==> src/tvr_pkg.sv <==
// package: register map, field positions and reset values of the timer register block
package tvr_pkg;

    // ---------------------------------------------------------------
    // register indices (byte address is four times the index)
    // ---------------------------------------------------------------
    localparam logic [5:0] IDX_CONTROL_B      = 6'h0B;
    localparam logic [5:0] IDX_COUNT_VALUE    = 6'h0C;
    localparam logic [5:0] IDX_RELOAD_VALUE   = 6'h0D;
    localparam logic [5:0] IDX_CAPCMP_VALUE   = 6'h0E;
    localparam logic [5:0] IDX_CONFIG         = 6'h0F;
    localparam logic [5:0] IDX_COUNT_HIGH     = 6'h10;
    localparam logic [5:0] IDX_RELOAD_HIGH    = 6'h11;
    localparam logic [5:0] IDX_CAPCMP_HIGH    = 6'h12;
    localparam logic [5:0] IDX_IRQ_STATUS     = 6'h13;
    localparam logic [5:0] IDX_IRQ_ENABLE     = 6'h14;
    localparam logic [5:0] IDX_IRQ_CLEAR      = 6'h15;

    // ---------------------------------------------------------------
    // control b fields
    // ---------------------------------------------------------------
    localparam int CB_LOW_COMPARE_FLAG  = 0;
    localparam int CB_CAPCMP_FLAG       = 1;
    localparam int CB_LOW_OVERFLOW_FLAG = 2;
    localparam int CB_OVERFLOW_FLAG     = 3;
    localparam int CB_POLARITY1         = 5;
    localparam int CB_SECOND_OE         = 6;
    localparam int CB_LOW_IRQ_ENABLE    = 7;

    // ---------------------------------------------------------------
    // config fields
    // ---------------------------------------------------------------
    localparam int CFG_COUNTER_SEL      = 0;
    localparam int CFG_EDGE_LSB         = 1;
    localparam int CFG_EDGE_MSB         = 2;
    localparam int CFG_DUAL_BYTE_SELECT = 3;

    // ---------------------------------------------------------------
    // interrupt status / enable / clear fields
    // ---------------------------------------------------------------
    localparam int IRQ_OVERFLOW         = 0;
    localparam int IRQ_LOW_OVERFLOW     = 1;
    localparam int IRQ_LOW_COMPARE      = 2;
    localparam int IRQ_CAPCMP           = 3;
    localparam int IRQ_BITS             = 4;

    // ---------------------------------------------------------------
    // reset values
    // ---------------------------------------------------------------
    localparam logic [15:0] RST_VALUE16 = 16'h0000;
    localparam logic [7:0]  RST_VALUE8  = 8'h00;
    localparam logic [3:0]  RST_IRQ     = 4'h0;
    localparam logic [7:0]  HIGH_MASKED = 8'h00;

endpackage

==> src/tvr_regs.sv <==
// timer value, reload and capture/compare registers with apb access and interrupts
`timescale 1ns/1ps

// Summary of operation
// - low irq enable gates low overflow, compare
// - second output enable only on two-pin variant
// - reset clears count, reload, capture/compare
// - count register holds 16-bit present count
// - dual mode: count reads upper byte zero
// - dual mode: count upper byte writes ignored
// - count high byte register always accesses it
// - reload register holds 16-bit reload value
// - dual mode: reload upper byte masked, blocked
// - reload high byte register accesses upper
// - compare mode: register is compare value
// - capture event loads count into register, upper byte only in dual mode
// - dual mode: capcmp upper byte masked, blocked
// - capcmp high byte register accesses upper
// - dual select: zero single, one dual
// - low overflow flag only in dual mode
// - low compare flag only in dual mode
// - capcmp flag on match or capture
module tvr_regs #(
    parameter bit TWO_PINS = 1'b1
) (
    input  wire logic        ref_clk_i,
    input  wire logic        resetn_i,
    // apb slave
    input  wire logic        psel_i,
    input  wire logic        penable_i,
    input  wire logic        pwrite_i,
    input  wire logic [7:0]  paddr_i,
    input  wire logic [31:0] pwdata_i,
    input  wire logic [3:0]  pstrb_i,
    output logic [31:0]      prdata_o,
    output logic             pready_o,
    output logic             pslverr_o,
    // counting engine side
    input  wire logic        count_load_i,
    input  wire logic [15:0] count_next_i,
    input  wire logic        overflow_i,
    input  wire logic        low_overflow_i,
    input  wire logic        capture_event_i,
    output logic [15:0]      count_o,
    output logic [15:0]      reload_o,
    output logic [15:0]      capcmp_o,
    output logic             dual_byte_select_o,
    output logic             counter_sel_o,
    output logic [1:0]       edge_sel_o,
    output logic             polarity1_o,
    output logic             second_output_enable_o,
    output logic             low_irq_o,
    output logic             irq_o
);
    import tvr_pkg::*;

    logic [15:0]         count_ff;
    logic [15:0]         reload_ff;
    logic [15:0]         capcmp_ff;
    logic [7:0]          ctrl_b_ff;
    logic [3:0]          cfg_ff;
    logic [IRQ_BITS-1:0] irq_sts_ff;
    logic [IRQ_BITS-1:0] irq_en_ff;
    logic [31:0]         prdata_ff;
    logic [31:0]         nxt_prdata;
    logic                nxt_slverr;
    logic [5:0]          idx;
    logic                aligned;
    logic                mapped;
    logic                wr_en;
    logic                rd_en;
    logic                dual;
    logic                cmp_mode;
    logic                cap_mode;
    logic                hit_main;
    logic                hit_low;
    logic                ev_low_ovf;
    logic                ev_low_cmp;
    logic                ev_capcmp;
    logic [IRQ_BITS-1:0] events;
    logic                oe_bit;

    // ---------------------------------------------------------------
    // bus decode
    // ---------------------------------------------------------------
    assign idx      = paddr_i[7:2];
    assign aligned  = (paddr_i[1:0] == 2'b00);
    assign pready_o = 1'b1;
    assign wr_en    = psel_i && penable_i && pwrite_i;
    assign rd_en    = psel_i && penable_i && !pwrite_i;

    always_comb begin
        case (idx)
            IDX_CONTROL_B, IDX_COUNT_VALUE, IDX_RELOAD_VALUE, IDX_CAPCMP_VALUE,
            IDX_CONFIG, IDX_COUNT_HIGH, IDX_RELOAD_HIGH, IDX_CAPCMP_HIGH,
            IDX_IRQ_STATUS, IDX_IRQ_ENABLE, IDX_IRQ_CLEAR: mapped = aligned;
            default: mapped = 1'b0;
        endcase
    end

    // ---------------------------------------------------------------
    // mode decode
    // ---------------------------------------------------------------
    assign dual     = cfg_ff[CFG_DUAL_BYTE_SELECT];
    assign cmp_mode = !cfg_ff[CFG_COUNTER_SEL] &&
                      (cfg_ff[CFG_EDGE_MSB:CFG_EDGE_LSB] == 2'b00);
    assign cap_mode = !cfg_ff[CFG_COUNTER_SEL] &&
                      (cfg_ff[CFG_EDGE_MSB:CFG_EDGE_LSB] != 2'b00);

    tvr_match u_match (
        .ref_clk_i  (ref_clk_i),
        .resetn_i   (resetn_i),
        .count_i    (count_ff),
        .compare_i  (capcmp_ff),
        .dual_i     (dual),
        .cmp_mode_i (cmp_mode),
        .hit_main_o (hit_main),
        .hit_low_o  (hit_low)
    );

    // ---------------------------------------------------------------
    // events
    // ---------------------------------------------------------------
    assign ev_low_ovf = dual && low_overflow_i;
    assign ev_low_cmp = hit_low;
    assign ev_capcmp  = hit_main || (cap_mode && capture_event_i);

    always_comb begin
        events                   = '0;
        events[IRQ_OVERFLOW]     = overflow_i;
        events[IRQ_LOW_OVERFLOW] = ev_low_ovf;
        events[IRQ_LOW_COMPARE]  = ev_low_cmp;
        events[IRQ_CAPCMP]       = ev_capcmp;
    end

    // ---------------------------------------------------------------
    // count value register
    // ---------------------------------------------------------------
    always_ff @(posedge ref_clk_i) begin
        if (!resetn_i) begin
            count_ff <= RST_VALUE16;
        end else if (count_load_i) begin
            count_ff <= count_next_i;
        end else if (wr_en && mapped && idx == IDX_COUNT_VALUE) begin
            if (pstrb_i[0]) begin
                count_ff[7:0] <= pwdata_i[7:0];
            end
            if (pstrb_i[1] && !dual) begin
                count_ff[15:8] <= pwdata_i[15:8];
            end
        end else if (wr_en && mapped && idx == IDX_COUNT_HIGH && pstrb_i[0]) begin
            count_ff[15:8] <= pwdata_i[7:0];
        end
    end

    // ---------------------------------------------------------------
    // reload register
    // ---------------------------------------------------------------
    always_ff @(posedge ref_clk_i) begin
        if (!resetn_i) begin
            reload_ff <= RST_VALUE16;
        end else if (wr_en && mapped && idx == IDX_RELOAD_VALUE) begin
            if (pstrb_i[0]) begin
                reload_ff[7:0] <= pwdata_i[7:0];
            end
            if (pstrb_i[1] && !dual) begin
                reload_ff[15:8] <= pwdata_i[15:8];
            end
        end else if (wr_en && mapped && idx == IDX_RELOAD_HIGH && pstrb_i[0]) begin
            reload_ff[15:8] <= pwdata_i[7:0];
        end
    end

    // ---------------------------------------------------------------
    // capture/compare register
    // ---------------------------------------------------------------
    always_ff @(posedge ref_clk_i) begin
        if (!resetn_i) begin
            capcmp_ff <= RST_VALUE16;
        end else if (cap_mode && capture_event_i) begin
            // capture in dual mode takes only the high timer byte
            if (dual) begin
                capcmp_ff[15:8] <= count_ff[15:8];
            end else begin
                capcmp_ff <= count_ff;
            end
        end else if (wr_en && mapped && idx == IDX_CAPCMP_VALUE) begin
            if (pstrb_i[0]) begin
                capcmp_ff[7:0] <= pwdata_i[7:0];
            end
            if (pstrb_i[1] && !dual) begin
                capcmp_ff[15:8] <= pwdata_i[15:8];
            end
        end else if (wr_en && mapped && idx == IDX_CAPCMP_HIGH && pstrb_i[0]) begin
            capcmp_ff[15:8] <= pwdata_i[7:0];
        end
    end

    // ---------------------------------------------------------------
    // configuration register
    // ---------------------------------------------------------------
    always_ff @(posedge ref_clk_i) begin
        if (!resetn_i) begin
            cfg_ff <= 4'h0;
        end else if (wr_en && mapped && idx == IDX_CONFIG && pstrb_i[0]) begin
            cfg_ff <= pwdata_i[3:0];
        end
    end

    // ---------------------------------------------------------------
    // control b: software writes, hardware sets win
    // ---------------------------------------------------------------
    generate
        if (TWO_PINS) begin : g_oe
            assign oe_bit = 1'b1;
        end else begin : g_no_oe
            assign oe_bit = 1'b0;
        end
    endgenerate

    always_ff @(posedge ref_clk_i) begin
        if (!resetn_i) begin
            ctrl_b_ff <= RST_VALUE8;
        end else begin
            if (wr_en && mapped && idx == IDX_CONTROL_B && pstrb_i[0]) begin
                ctrl_b_ff                   <= pwdata_i[7:0];
                ctrl_b_ff[4]                <= 1'b0;
                ctrl_b_ff[CB_SECOND_OE]     <= pwdata_i[CB_SECOND_OE] && oe_bit;
            end
            if (ev_low_cmp) begin
                ctrl_b_ff[CB_LOW_COMPARE_FLAG] <= 1'b1;
            end
            if (ev_capcmp) begin
                ctrl_b_ff[CB_CAPCMP_FLAG] <= 1'b1;
            end
            if (ev_low_ovf) begin
                ctrl_b_ff[CB_LOW_OVERFLOW_FLAG] <= 1'b1;
            end
            if (overflow_i) begin
                ctrl_b_ff[CB_OVERFLOW_FLAG] <= 1'b1;
            end
        end
    end

    // ---------------------------------------------------------------
    // interrupt status, enable, clear
    // ---------------------------------------------------------------
    always_ff @(posedge ref_clk_i) begin
        if (!resetn_i) begin
            irq_en_ff <= RST_IRQ;
        end else if (wr_en && mapped && idx == IDX_IRQ_ENABLE && pstrb_i[0]) begin
            irq_en_ff <= pwdata_i[IRQ_BITS-1:0];
        end
    end

    always_ff @(posedge ref_clk_i) begin
        if (!resetn_i) begin
            irq_sts_ff <= RST_IRQ;
        end else if (wr_en && mapped && idx == IDX_IRQ_CLEAR && pstrb_i[0]) begin
            // a new event in the clearing cycle survives
            irq_sts_ff <= (irq_sts_ff & ~pwdata_i[IRQ_BITS-1:0]) | events;
        end else begin
            irq_sts_ff <= irq_sts_ff | events;
        end
    end

    assign irq_o     = |(irq_sts_ff & irq_en_ff);
    assign low_irq_o = ctrl_b_ff[CB_LOW_IRQ_ENABLE] &&
                       (ctrl_b_ff[CB_LOW_OVERFLOW_FLAG] ||
                        ctrl_b_ff[CB_LOW_COMPARE_FLAG]);

    // ---------------------------------------------------------------
    // read mux
    // ---------------------------------------------------------------
    always_comb begin
        nxt_prdata = 32'h0000_0000;
        nxt_slverr = 1'b0;
        if (!mapped) begin
            nxt_slverr = 1'b1;
        end else begin
            case (idx)
                IDX_CONTROL_B:    nxt_prdata[7:0] = ctrl_b_ff;
                IDX_COUNT_VALUE:  nxt_prdata[15:0] = {dual ? HIGH_MASKED : count_ff[15:8],
                                                      count_ff[7:0]};
                IDX_RELOAD_VALUE: nxt_prdata[15:0] = {dual ? HIGH_MASKED : reload_ff[15:8],
                                                      reload_ff[7:0]};
                IDX_CAPCMP_VALUE: nxt_prdata[15:0] = {dual ? HIGH_MASKED : capcmp_ff[15:8],
                                                      capcmp_ff[7:0]};
                IDX_CONFIG:       nxt_prdata[3:0] = cfg_ff;
                IDX_COUNT_HIGH:   nxt_prdata[7:0] = count_ff[15:8];
                IDX_RELOAD_HIGH:  nxt_prdata[7:0] = reload_ff[15:8];
                IDX_CAPCMP_HIGH:  nxt_prdata[7:0] = capcmp_ff[15:8];
                IDX_IRQ_STATUS:   nxt_prdata[IRQ_BITS-1:0] = irq_sts_ff;
                IDX_IRQ_ENABLE:   nxt_prdata[IRQ_BITS-1:0] = irq_en_ff;
                default:          nxt_prdata = 32'h0000_0000;
            endcase
        end
    end

    // read data is registered during setup so it stands in the access phase
    always_ff @(posedge ref_clk_i) begin
        if (!resetn_i) begin
            prdata_ff <= 32'h0000_0000;
        end else if (psel_i && !penable_i && !pwrite_i) begin
            prdata_ff <= nxt_prdata;
        end
    end

    assign prdata_o  = rd_en ? prdata_ff : 32'h0000_0000;
    assign pslverr_o = psel_i && penable_i && nxt_slverr;

    // ---------------------------------------------------------------
    // outputs to the counting engine
    // ---------------------------------------------------------------
    assign count_o                = count_ff;
    assign reload_o               = reload_ff;
    assign capcmp_o               = capcmp_ff;
    assign dual_byte_select_o     = dual;
    assign counter_sel_o          = cfg_ff[CFG_COUNTER_SEL];
    assign edge_sel_o             = cfg_ff[CFG_EDGE_MSB:CFG_EDGE_LSB];
    assign polarity1_o            = ctrl_b_ff[CB_POLARITY1];
    assign second_output_enable_o = ctrl_b_ff[CB_SECOND_OE];

endmodule

==> src/tvr_match.sv <==
// compare unit: one-cycle match pulses for the full/high and low comparisons
`timescale 1ns/1ps
module tvr_match (
    input  wire logic        ref_clk_i,
    input  wire logic        resetn_i,
    input  wire logic [15:0] count_i,
    input  wire logic [15:0] compare_i,
    input  wire logic        dual_i,
    input  wire logic        cmp_mode_i,
    output logic             hit_main_o,
    output logic             hit_low_o
);
    import tvr_pkg::*;

    logic eq_main;
    logic eq_low;
    logic eq_main_ff;
    logic eq_low_ff;

    // ---------------------------------------------------------------
    // equality: 16-bit in single mode, high byte in dual mode
    // ---------------------------------------------------------------
    always_comb begin
        if (dual_i) begin
            eq_main = cmp_mode_i && (count_i[15:8] == compare_i[15:8]);
        end else begin
            eq_main = cmp_mode_i && (count_i == compare_i);
        end
        // low half compares whatever cmp_mode_i is, but only in dual mode
        eq_low = dual_i && (count_i[7:0] == compare_i[7:0]);
    end

    // ---------------------------------------------------------------
    // pulse once when equality begins
    // ---------------------------------------------------------------
    always_ff @(posedge ref_clk_i) begin
        if (!resetn_i) begin
            // start high so an equality present at reset is no match
            eq_main_ff <= 1'b1;
            eq_low_ff  <= 1'b1;
        end else begin
            eq_main_ff <= eq_main;
            eq_low_ff  <= eq_low;
        end
    end

    assign hit_main_o = eq_main && !eq_main_ff;
    assign hit_low_o  = eq_low && !eq_low_ff;

endmodule

==> config.mk <==
export PLATFORM = sky130hd
export DESIGN_NAME = tvr_regs
export DESIGN_NICKNAME = d
export VERILOG_FILES = /design/src/tvr_pkg.sv /design/src/tvr_regs.sv /design/src/tvr_match.sv
export SDC_FILE = /design/constraint.sdc
export NUM_CORES = 1
export LEC_CHECK = 0
export ABC_AREA = 1
export BUFFER_PORTS_ARGS = -buffer_cell sky130_fd_sc_hd__buf_2
export CAP_MARGIN = 5
export CORE_MARGIN = 3
export CORE_UTILIZATION = 47
export CTS_BUF_LIST = sky130_fd_sc_hd__clkbuf_16
export DETAILED_ROUTE_END_ITERATION = 8
export PLACE_DENSITY = 0.77
export SYNTH_ARGS = -nofsm -noshare
export SYNTH_HDL_FRONTEND = slang
export SYNTH_SLANG_ARGS = --single-unit
==> constraint.sdc <==
create_clock -name ref_clk_i -period 1.7 [get_ports ref_clk_i]
set_input_delay 0.255 -clock ref_clk_i [delete_from_list [all_inputs] [get_ports ref_clk_i]]
set_output_delay 0.255 -clock ref_clk_i [all_outputs]
set_load 0.01 [all_outputs]
Word level (Yosys, flattened, before mapping)
Index checks and enable logic that the tools add are counted.
{"block": "op_classes", "n_eq_ne": 18, "mux": 30, "bitwise": 5, "reduce_logical": 65}
{"op": "$mux 8", "n": 14}
{"op": "$mux 16", "n": 3}
{"op": "$pmux 4 s10", "n": 1}
{"op": "$eq 6x5->1 const B", "n": 6}
{"op": "$logic_and 1x1->1", "n": 35}
{"op": "$mux 32", "n": 1}
{"op": "$eq 6x4->1 const B", "n": 5}
{"op": "$pmux 4 s7", "n": 1}
{"op": "$pmux 8 s3", "n": 1}
{"op": "$reduce_bool 2->1", "n": 10}
{"op": "$eq 16x16->1", "n": 1}
{"op": "$eq 8x8->1", "n": 2}
{"op": "$reduce_or 11->1", "n": 1}
{"op": "$reduce_and 2->1", "n": 5}
{"op": "$and 4x4->4", "n": 2}
{"op": "$mux 4", "n": 2}
{"op": "$or 4x4->4", "n": 2}
{"op": "$mux 1", "n": 7}
{"op": "$logic_not 1->1", "n": 6}
{"op": "$reduce_bool 3->1", "n": 2}
{"op": "$logic_not 2->1", "n": 2}
{"op": "$ne 2x2->1 const B", "n": 2}
{"op": "$not 4->4", "n": 1}
{"op": "$reduce_or 4->1", "n": 1}
{"op": "4 further kinds", "n": 5}
{"block": "word_totals", "regBits": 101, "out_inout_bits": 90, "wordCells": 135}

Longest topological paths before layout
Gate-level depths: netlist of run 1.
{"block": "depth", "word_depth": 9, "mapped_depth": 15, "depth_no_buf": 14}

Hierarchy
From an unflattened synthesis of run 1, not the netlist that was laid out.
{"block": "hier_totals", "hier_cells": 826, "area_unflattened_um2": 5163.7}
{"module": "tvr_regs", "n_inst": 1, "cells_per_inst": 757, "area_per_inst_um2": 4817.1, "seq_area_each_um2": 1661.6}
{"module": "tvr_match", "n_inst": 1, "cells_per_inst": 69, "area_per_inst_um2": 346.6, "seq_area_each_um2": 40.0}

Worst setup path before layout of run 1
Ideal clock, no wire load.
{"block": "synth_path", "path_kind": "input to register", "start": "input port paddr_i[7]", "end": "register capcmp_ff[10] (netlist: capcmp_o[10])", "setup_time_ns": 0.112, "t_arrival_ns": 1.512, "required_ns": 1.588, "slack_ns": 0.076, "stages": 11, "path_cell_list": "nor2_2 > nand2_2 > inv_2 > nand2_1 > inv_2 > nand4_2 > buf_2 > o21ai_0 > nor2_1 > nor2_1 > nor2_1"}
{"block": "synth_via", "elab_chain_cells": 8, "elab_cells_between_ends": 22, "cone_classes": "eq/ne (12); mux (3); reduce/logical (7)"}
{"element": "start, declared", "line_no": "tvr_regs.sv:32", "rtl": "input wire logic [7:0] paddr_i,"}
{"element": "$eq 6x4->1, or another cell as far along", "line_no": "tvr_regs.sv:93", "rtl": "case (idx)"}
{"element": "$reduce_or 11->1", "line_no": "tvr_regs.sv:93"}
{"element": "$mux 1", "line_no": "tvr_regs.sv:93"}
{"element": "$logic_and 1x1->1", "line_no": "tvr_regs.sv:187, tvr_regs.sv:194"}
{"element": "$logic_and 1x1->1 (2 in a row)", "line_no": "tvr_regs.sv:194", "rtl": "end else if (wr_en && mapped && idx == IDX_CAPCMP_HIGH && pstrb_i[0]) begin"}
{"element": "$reduce_bool 3->1 (no line)"}
{"element": "$reduce_and 2->1 (no line)"}
{"element": "end signal, assigned", "line_no": "tvr_regs.sv:185", "rtl": "capcmp_ff <= count_ff;"}
{"element": "end signal, assigned", "line_no": "tvr_regs.sv:192", "rtl": "capcmp_ff[15:8] <= pwdata_i[15:8];"}
{"element": "end signal, assigned", "line_no": "tvr_regs.sv:195", "rtl": "capcmp_ff[15:8] <= pwdata_i[7:0];"}
{"element": "end, declared", "line_no": "tvr_regs.sv:59", "rtl": "logic [15:0] capcmp_ff;"}
Several ways; a longest one is shown, not always the timed one.
A chain may end at the register's enable or synchronous reset.

Final worst setup path of run 1
{"block": "layout_path", "start": "input port paddr_i[6]", "end": "output port pslverr_o"}
{"block": "layout_via", "elab_chain_cells": 5, "elab_cells_between_ends": 15, "cone_classes": "eq/ne (11); mux (2); reduce/logical (2)"}
{"element": "$eq 6x4->1 or $eq 6x5->1 (tied branches)", "line_no": "tvr_regs.sv:93"}
{"element": "$reduce_or 11->1 (*)", "line_no": "tvr_regs.sv:93"}
{"element": "$mux 1 (*)", "line_no": "tvr_regs.sv:93"}
{"element": "$mux 1 (*)", "line_no": "tvr_regs.sv:278", "rtl": "if (!mapped) begin"}
{"element": "$logic_and 1x1->1 (*)", "line_no": "tvr_regs.sv:310", "rtl": "assign pslverr_o = psel_i && penable_i && nxt_slverr;"}
{"element": "end, declared", "line_no": "tvr_regs.sv:37", "rtl": "output logic pslverr_o,"}
Every way passes the cells marked *; elsewhere a longest branch is shown, timed or not.

==> qor.csv, run 1 <==
stage,metric,value,unit
timing,fin_crit,1.631,ns
timing,tightestPinTransition,0.5159,ns
synth,synth-async-reset-ratio,0,
layout,n_fill_cell,960,
detailed_routing,route.detailed.drc,0,
global_routing,met1_usage,0.3855,
power,clkPwrFrac,0.446,
power,combPwrFrac,0.118,
power,p_total,4.738,mW
layout,fin_cells,1143,
placed_design,port_buffers,123,
cts,clockRootBuffer,clkbuf_16,
worst_hold_path,whs_path_depth,3,
setup_path,reg2reg_setup_slack,0.09,ns
power,intPower,3.506,mW
global_routing,grt_usage,0.2890,
timing,hold_viol,0,
timing,fin_crit_sh,0.9594,
global_routing,gr-total-overflow,0,
synth,ys_warn_count,0,
timing,fmax,0.6131,GHz
setup_path,reg2regPathDepth,12,
synth,ys_ff_latch,85,
floorplanning,num_io_pins,159,
cts,numClockSinks,85,
setup_path,path_cells,"buf_4, inv_2, nor2_4, nand2_2, a21oi_2, inv_2, a21boi_4, buf_6, nor2_1, buf_2",
detailed_routing,drt_first_iter_violations,572,
setup_path,r2r-end,ctrl_b_ff[0],
power,p_leak,3.314,nW
setup_path,worst_ep_arrival_time,1.38,ns
synth,synth_edf_count,0,
synth,avgSynthCellArea,6.328,um2
power,swShare,0.2599,
synth,synthFlopType,dfxtp_1,
setup_path,cp.required,1.44,ns
synth,ys_top_cells_by_count,"nand2_1 (153), nor2_1 (138), inv_1 (107), dfxtp_1 (85), o21ai_0 (78)",
global_routing,use_met3,0.05699,
setup_path,slowest_stage,a21boi_4,
placed_design,dp_hpwl,14290,um
placed_design,dp_cells,1125,
floorplanning,die_area,12240,um2
power,ir_drop,0.0004334,V
setup_path,crit_fanout,5,
cts,cts_tree,built,
cts,clk_latency,0.35,ns
status,status,completed,
job,drv_cap,0,
layout,drive_gt1_frac,0.2671,
placed_design,place.gp.congestion,1.026,
cts,htree_levels,3,
layout,area_growth,30.96,%
setup_path,crit_type,primary input to output pin,
cts,path_clk_slew,0.06,ns
setup_path,cpMostUsedCell,inv_2,
timing,slew_violations,0,
setup_path,rr_startpoint,count_o[1],
global_routing,antenna_found_initial,0,
global_routing,use_met2,0.4515,
detailed_routing,routed-via-count,6166,
worst_hold_path,worstHoldStart,overflow_i,
cts,cts_buffers,9,
layout,layout.nets,1071,
synth,syn_inst,813,
synth,yosys.area.top_type_share,0.3307,
synth,yosysUniqueCellTypes,42,
floorplanning,rows,37,
timing,hold_ws,0.1791,ns
global_routing,grt_pass1_vias,5539,
power,p_per_area,703.2,nW/um2
timing,relSlewSlack,0.6557,
detailed_routing,first_pass_iters,6,
timing,finalSetupViolCount,0,
global_routing,top_usage_layer,met2,
floorplanning,coreArea,10460,um2
detailed_routing,antenna_left,0,
synth,yosys.area.top_type,dfxtp_1,
global_routing,grt_pass1_wl,28460,um
global_routing,grt_max_degree,39,
detailed_routing,route.detailed.wl_per_inst,16.04,um
worst_hold_path,holdPathEnd,irq_sts_ff[0],
power,seq_power_share,0.436,
floorplanning,die_h,110.6,um
cts,ctsLongestPathBuffers,2,
setup_path,end_kind,output pin,
detailed_routing,viasPerCell,5.395,
power,power_switching,1.232,mW
detailed_routing,drt-total-wl,18330,um
synth,synth_most_common_cell,nand2_1,
layout,diodes,0,
floorplanning,start_util,0.4917,
synth,synth.area.top_cells,"dfxtp_1 (33%), nand2_1 (11%), nor2_1 (10%), inv_1 (7.8%), o21ai_0 (7.6%)",
floorplanning,die_x,110.6,um
worst_hold_path,min_path_type,primary input to flop,
setup_path,slowest_delay,0.19,ns
synth,yosysSeqAreaShare,0.3307,
synth,syn_area,5145,um2
timing,skew,0.01059,ns
setup_path,startpoint_type,primary input,
-- stage by stage --
stage | instance area, um2 | util | TNS, ns | worst slack (ns)
after global placement | 6354 | 0.6073 | -8.720 | -0.1684
after global routing | 6738 | 0.6440 | -0.1169 | -0.02404
final | 6738 | 0.6440 | 0 | 0.06904
after CTS | 6669 | 0.6374 | 0 | 0.02722
after detailed placement | 6354 | 0.6073 | -10.79 | -0.2059
after floorplan | 5201 | - | 0 | 0.07598
-- placed cells by master, fill, tap and decap left out, types with 11 or more instances in the layout --
master	instances
inv_2	11
dfxtp_1	83
inv_1	102
conb_1	17
nor2_1	136
nand3_1	55
o21ai_0	76
o22ai_1	20
buf_2	122
a21oi_1	50
nand2_1	151
buf_4	82
-- cell type report --
type                            instances  area, um2  area share
Sequential cell                        85       1704      0.2529
Clock inverter                          7      90.09     0.01337
Tap cell                              136      170.2     0.02526
Clock buffer                            9      225.2     0.03343
Inverter                              115      434.2     0.06444
Timing Repair Buffer                  207       1260      0.1870
Multi-Input combinational cell        584       2854      0.4236
-- sequential cells by signal (all words and copies together), names as in the netlist, 4 cells and up --
register and cells:
capcmp_o 16, cfg_ff 4, count_o 16, ctrl_b_ff 7
irq_en_ff 4, irq_sts_ff 4, prdata_ff 16, reload_o 16
-- what timing repair did --
| action | in CTS | in global routing |
|---|---|---|
| hold buffers | 0 | 0 |
| buffers inserted | 0 | 2 |
| setup endpoints to repair | 0 | 35 |
| gates resized for setup | 0 | 22 |
| endpoints found under the hold margin | 0 | 0 |
-- worst max-delay path by stage --
stage,startpoint,endpoint
5_1_grt,paddr_i[6],reload_o[15]
3_5_place_dp,paddr_i[2],reload_o[15]
6_report,paddr_i[6],pslverr_o
2_1_floorplan,paddr_i[7],capcmp_o[10]
4_1_cts,paddr_i[7],pslverr_o
3_3_place_gp,paddr_i[6],reload_o[3]
-- power by group through the flow --
stage | Clock (mW) | Sequential, mW | Combinational (mW)
6_report | 2.11 | 2.06 | 0.561
5_1_grt | 2.21 | 2.07 | 0.613
4_1_cts | 2.12 | 2.06 | 0.537
3_5_place_dp | 0 | 2.11 | 0.532
3_3_place_gp | 0 | 2.11 | 0.530
2_1_floorplan | 0 | 2.11 | 0.312
-- metal layers --
metal,vias up,routed length [um]
met3,57,1897
li1,2980,-
met5,-,0
met1,2738,7620
met2,391,8032
met4,0,782
-- kinds of logic after synthesis --
logic type | synth area share
DFF | 0.3307
AOI/OAI and AO/OA | 0.1936
buffers and inverters | 0.1328
and+or+nand+nor | 0.3244
xor gates and xnor gates | 0.01702
other | 0.001460
-- critical path, delay by kind of cell --
kind                   cells  cell delay [ns]
buffers and inverters      5             0.50
AO/OA/AOI/OAI              2             0.35
AND/OR/NAND/NOR            3             0.27
(Power assumes the default switching activity.)
==> run 2, diff against run 1 <==
--- a/config.mk
+++ b/config.mk
@@ -13,6 +13,7 @@
 export CTS_BUF_LIST = sky130_fd_sc_hd__clkbuf_16
 export DETAILED_ROUTE_END_ITERATION = 8
 export PLACE_DENSITY = 0.77
+export REMOVE_ABC_BUFFERS = 1
 export SYNTH_ARGS = -nofsm -noshare
 export SYNTH_HDL_FRONTEND = slang
 export SYNTH_SLANG_ARGS = --single-unit
==> run 2 against run 1 <==
  * Die area is the same
  * Cell count shrank 1.1%
  * Largest power group is now registers
  * Worst hold slack gained 0.029 ns
  * Global-route usage grew 0.33 points
  * Design area shrank 1.5%
  * First-iteration DRC count grew 11%
==> qor.csv, run 2 (synthesized netlist as in run 1, its figures left out) <==
stage,metric,value,unit
status,status,completed,
setup_path,path_cells,"buf_2, inv_1, nor2_4, nand2_2, a21oi_2, inv_2, a21boi_4, buf_8, nor2_1, buf_2",
global_routing,grt_max_degree,57,
detailed_routing,route.detailed.drc,0,
timing,fmax,0.6193,GHz
setup_path,crit_type,primary input to output pin,
setup_path,worst_ep_arrival_time,1.36,ns
global_routing,grt_pass1_wl,28710,um
timing,hold_viol,0,
floorplanning,coreArea,10460,um2
cts,holdBufCountCts,0,
setup_path,critPathBufInv,5,
floorplanning,start_util,0.4917,
worst_hold_path,min_path_type,primary input to flop,
global_routing,grt_pass1_vias,5538,
placed_design,dp_hpwl,14110,um
timing,rsz0062_at_grt,yes,
cts,path_clk_slew,0.06,ns
setup_path,cp-endpoint,pslverr_o,
layout,seq_area,1709,um2
layout,utilization,0.6343,
cts,htree_levels,3,
floorplanning,die_x,110.6,um
floorplanning,die_area,12240,um2
detailed_routing,route.detailed.wl_per_inst,16.24,um
power,p_total,4.443,mW
layout,layout.nets,1058,
power,seq_power_share,0.464,
power,swShare,0.2773,
floorplanning,die_h,110.6,um
detailed_routing,routed-via-count,6043,
power,combPwrFrac,0.128,
layout,n_fill_cell,996,
layout,drive_gt1_frac,0.2606,
setup_path,reg2regPathDepth,12,
timing,tightestPinTransition,0.5455,ns
setup_path,cpMostUsedCell,buf_2,
setup_path,slowest_stage,a21boi_4,
placed_design,place.gp.congestion,0.9626,
setup_path,critPathLaunch,paddr_i[6],
timing,slew_violations,0,
detailed_routing,viasPerCell,5.348,
setup_path,reg2reg_setup_slack,0.09,ns
timing,finalSetupViolCount,0,
setup_path,path_delay_family,buffers and inverters,
setup_path,end_kind,output pin,
power,intPower,3.211,mW
detailed_routing,antenna_left,0,
cts,cts_tree,built,
power,p_per_area,669.4,nW/um2
layout,area_growth,28.99,%
detailed_routing,drt-total-wl,18350,um
timing,fin_crit_sh,0.9499,
global_routing,gr-total-overflow,0,
layout,final_cell_mix,"nand2_1 (149), nor2_1 (137), buf_2 (123)",
cts,ctsLongestPathBuffers,2,
layout,diodes,0,
timing,fin_crit,1.615,ns
layout,final_common_cell,nand2_1,
power,p_leak,3.253,nW
floorplanning,rows,37,
global_routing,antenna_found_initial,0,
cts,cts_buffers,9,
power,ir_drop,0.0005795,V
setup_path,crit_cells,10,
cts,numClockSinks,85,
setup_path,slowest_delay,0.20,ns
setup_path,rr_startpoint,count_o[1],
timing,relSlewSlack,0.6363,
setup_path,cp.required,1.44,ns
floorplanning,num_io_pins,159,
power,clkPwrFrac,0.408,
cts,clk_latency,0.35,ns
setup_path,crit_fanout,4,
detailed_routing,first_pass_iters,6,
global_routing,grt_usage,0.2923,
timing,skew,0.01046,ns
setup_path,startpoint_type,primary input,
job,drv_cap,0,
placed_design,port_buffers,123,
layout,multi_input_area,2878,um2
setup_path,r2r-end,ctrl_b_ff[0],
cts,clockRootBuffer,clkbuf_16,
detailed_routing,drt_first_iter_violations,635,
power,power_switching,1.232,mW
run 2: area by class of cell:
type	count	area share
multi-input combinational	584	0.4336
sequential	85	0.2575
timing repair buffer	194	0.1767
inverter	115	0.06618
clock buffer	9	0.03394
tap	136	0.02564
clock inverter	7	0.006410
run 2: worst min path at each step:
stage | start | endpoint | slack (ns) | depth (start not counted)
3_5_place_dp | prdata_ff[5] | prdata_ff[5] | 0.45 | 2
2_1_floorplan | resetn_i | u_match.eq_low_ff | 0.32 | 1
3_3_place_gp | prdata_ff[7] | prdata_ff[7] | 0.46 | 2
5_1_grt | low_overflow_i | irq_sts_ff[1] | 0.23 | 3
4_1_cts | overflow_i | irq_sts_ff[0] | 0.21 | 3
6_report | low_overflow_i | irq_sts_ff[1] | 0.21 | 3
run 2: power groups by stage:
stage          Sequential, mW  Combinational (mW)  Clock [mW]
2_1_floorplan            2.11               0.255           0
3_3_place_gp             2.10               0.537           0
3_5_place_dp             2.11               0.541           0
4_1_cts                  2.06               0.547        1.81
5_1_grt                  2.07               0.623        1.90
6_report                 2.06               0.570        1.81
run 2: stage by stage:
stage,cells,setup TNS [ns],setup slack [ns],area (um2),hold slack [ns]
3_5_place_dp,1112,-11.18,-0.2165,6269,0.4543
6_report,1130,0,0.08518,6636,0.2076
5_1_grt,1130,-0.05807,-0.03502,6636,0.2253
4_1_cts,1129,0,0.01259,6559,0.2051
2_1_floorplan,784,-6.284,-0.2908,4952,0.3238
3_3_place_gp,1112,-7.664,-0.1740,6269,0.4557
run 2: repair_timing:
| item | 4_1_cts | 5_1_grt |
|---|---|---|
| endpoints found under the setup margin | 1 | 44 |
| setup buffers | 1 | 1 |
| pin swaps | 0 | 4 |
| hold endpoints to repair | 0 | 0 |
| gates resized for setup | 3 | 26 |
run 2: metal layers:
metal	vias up	part of all wire	track usage
li1	2953	-	-
met3	41	0.095	0.05644
met2	319	0.46	0.4721
met5	-	0	0
met1	2730	0.41	0.3875
met4	0	0.031	0.1067
run 2: tightest hold or removal path, cell delays in order:
cell and delay, ns:
buf_2 0.10, nand2_1 0.08, a21oi_1 0.07
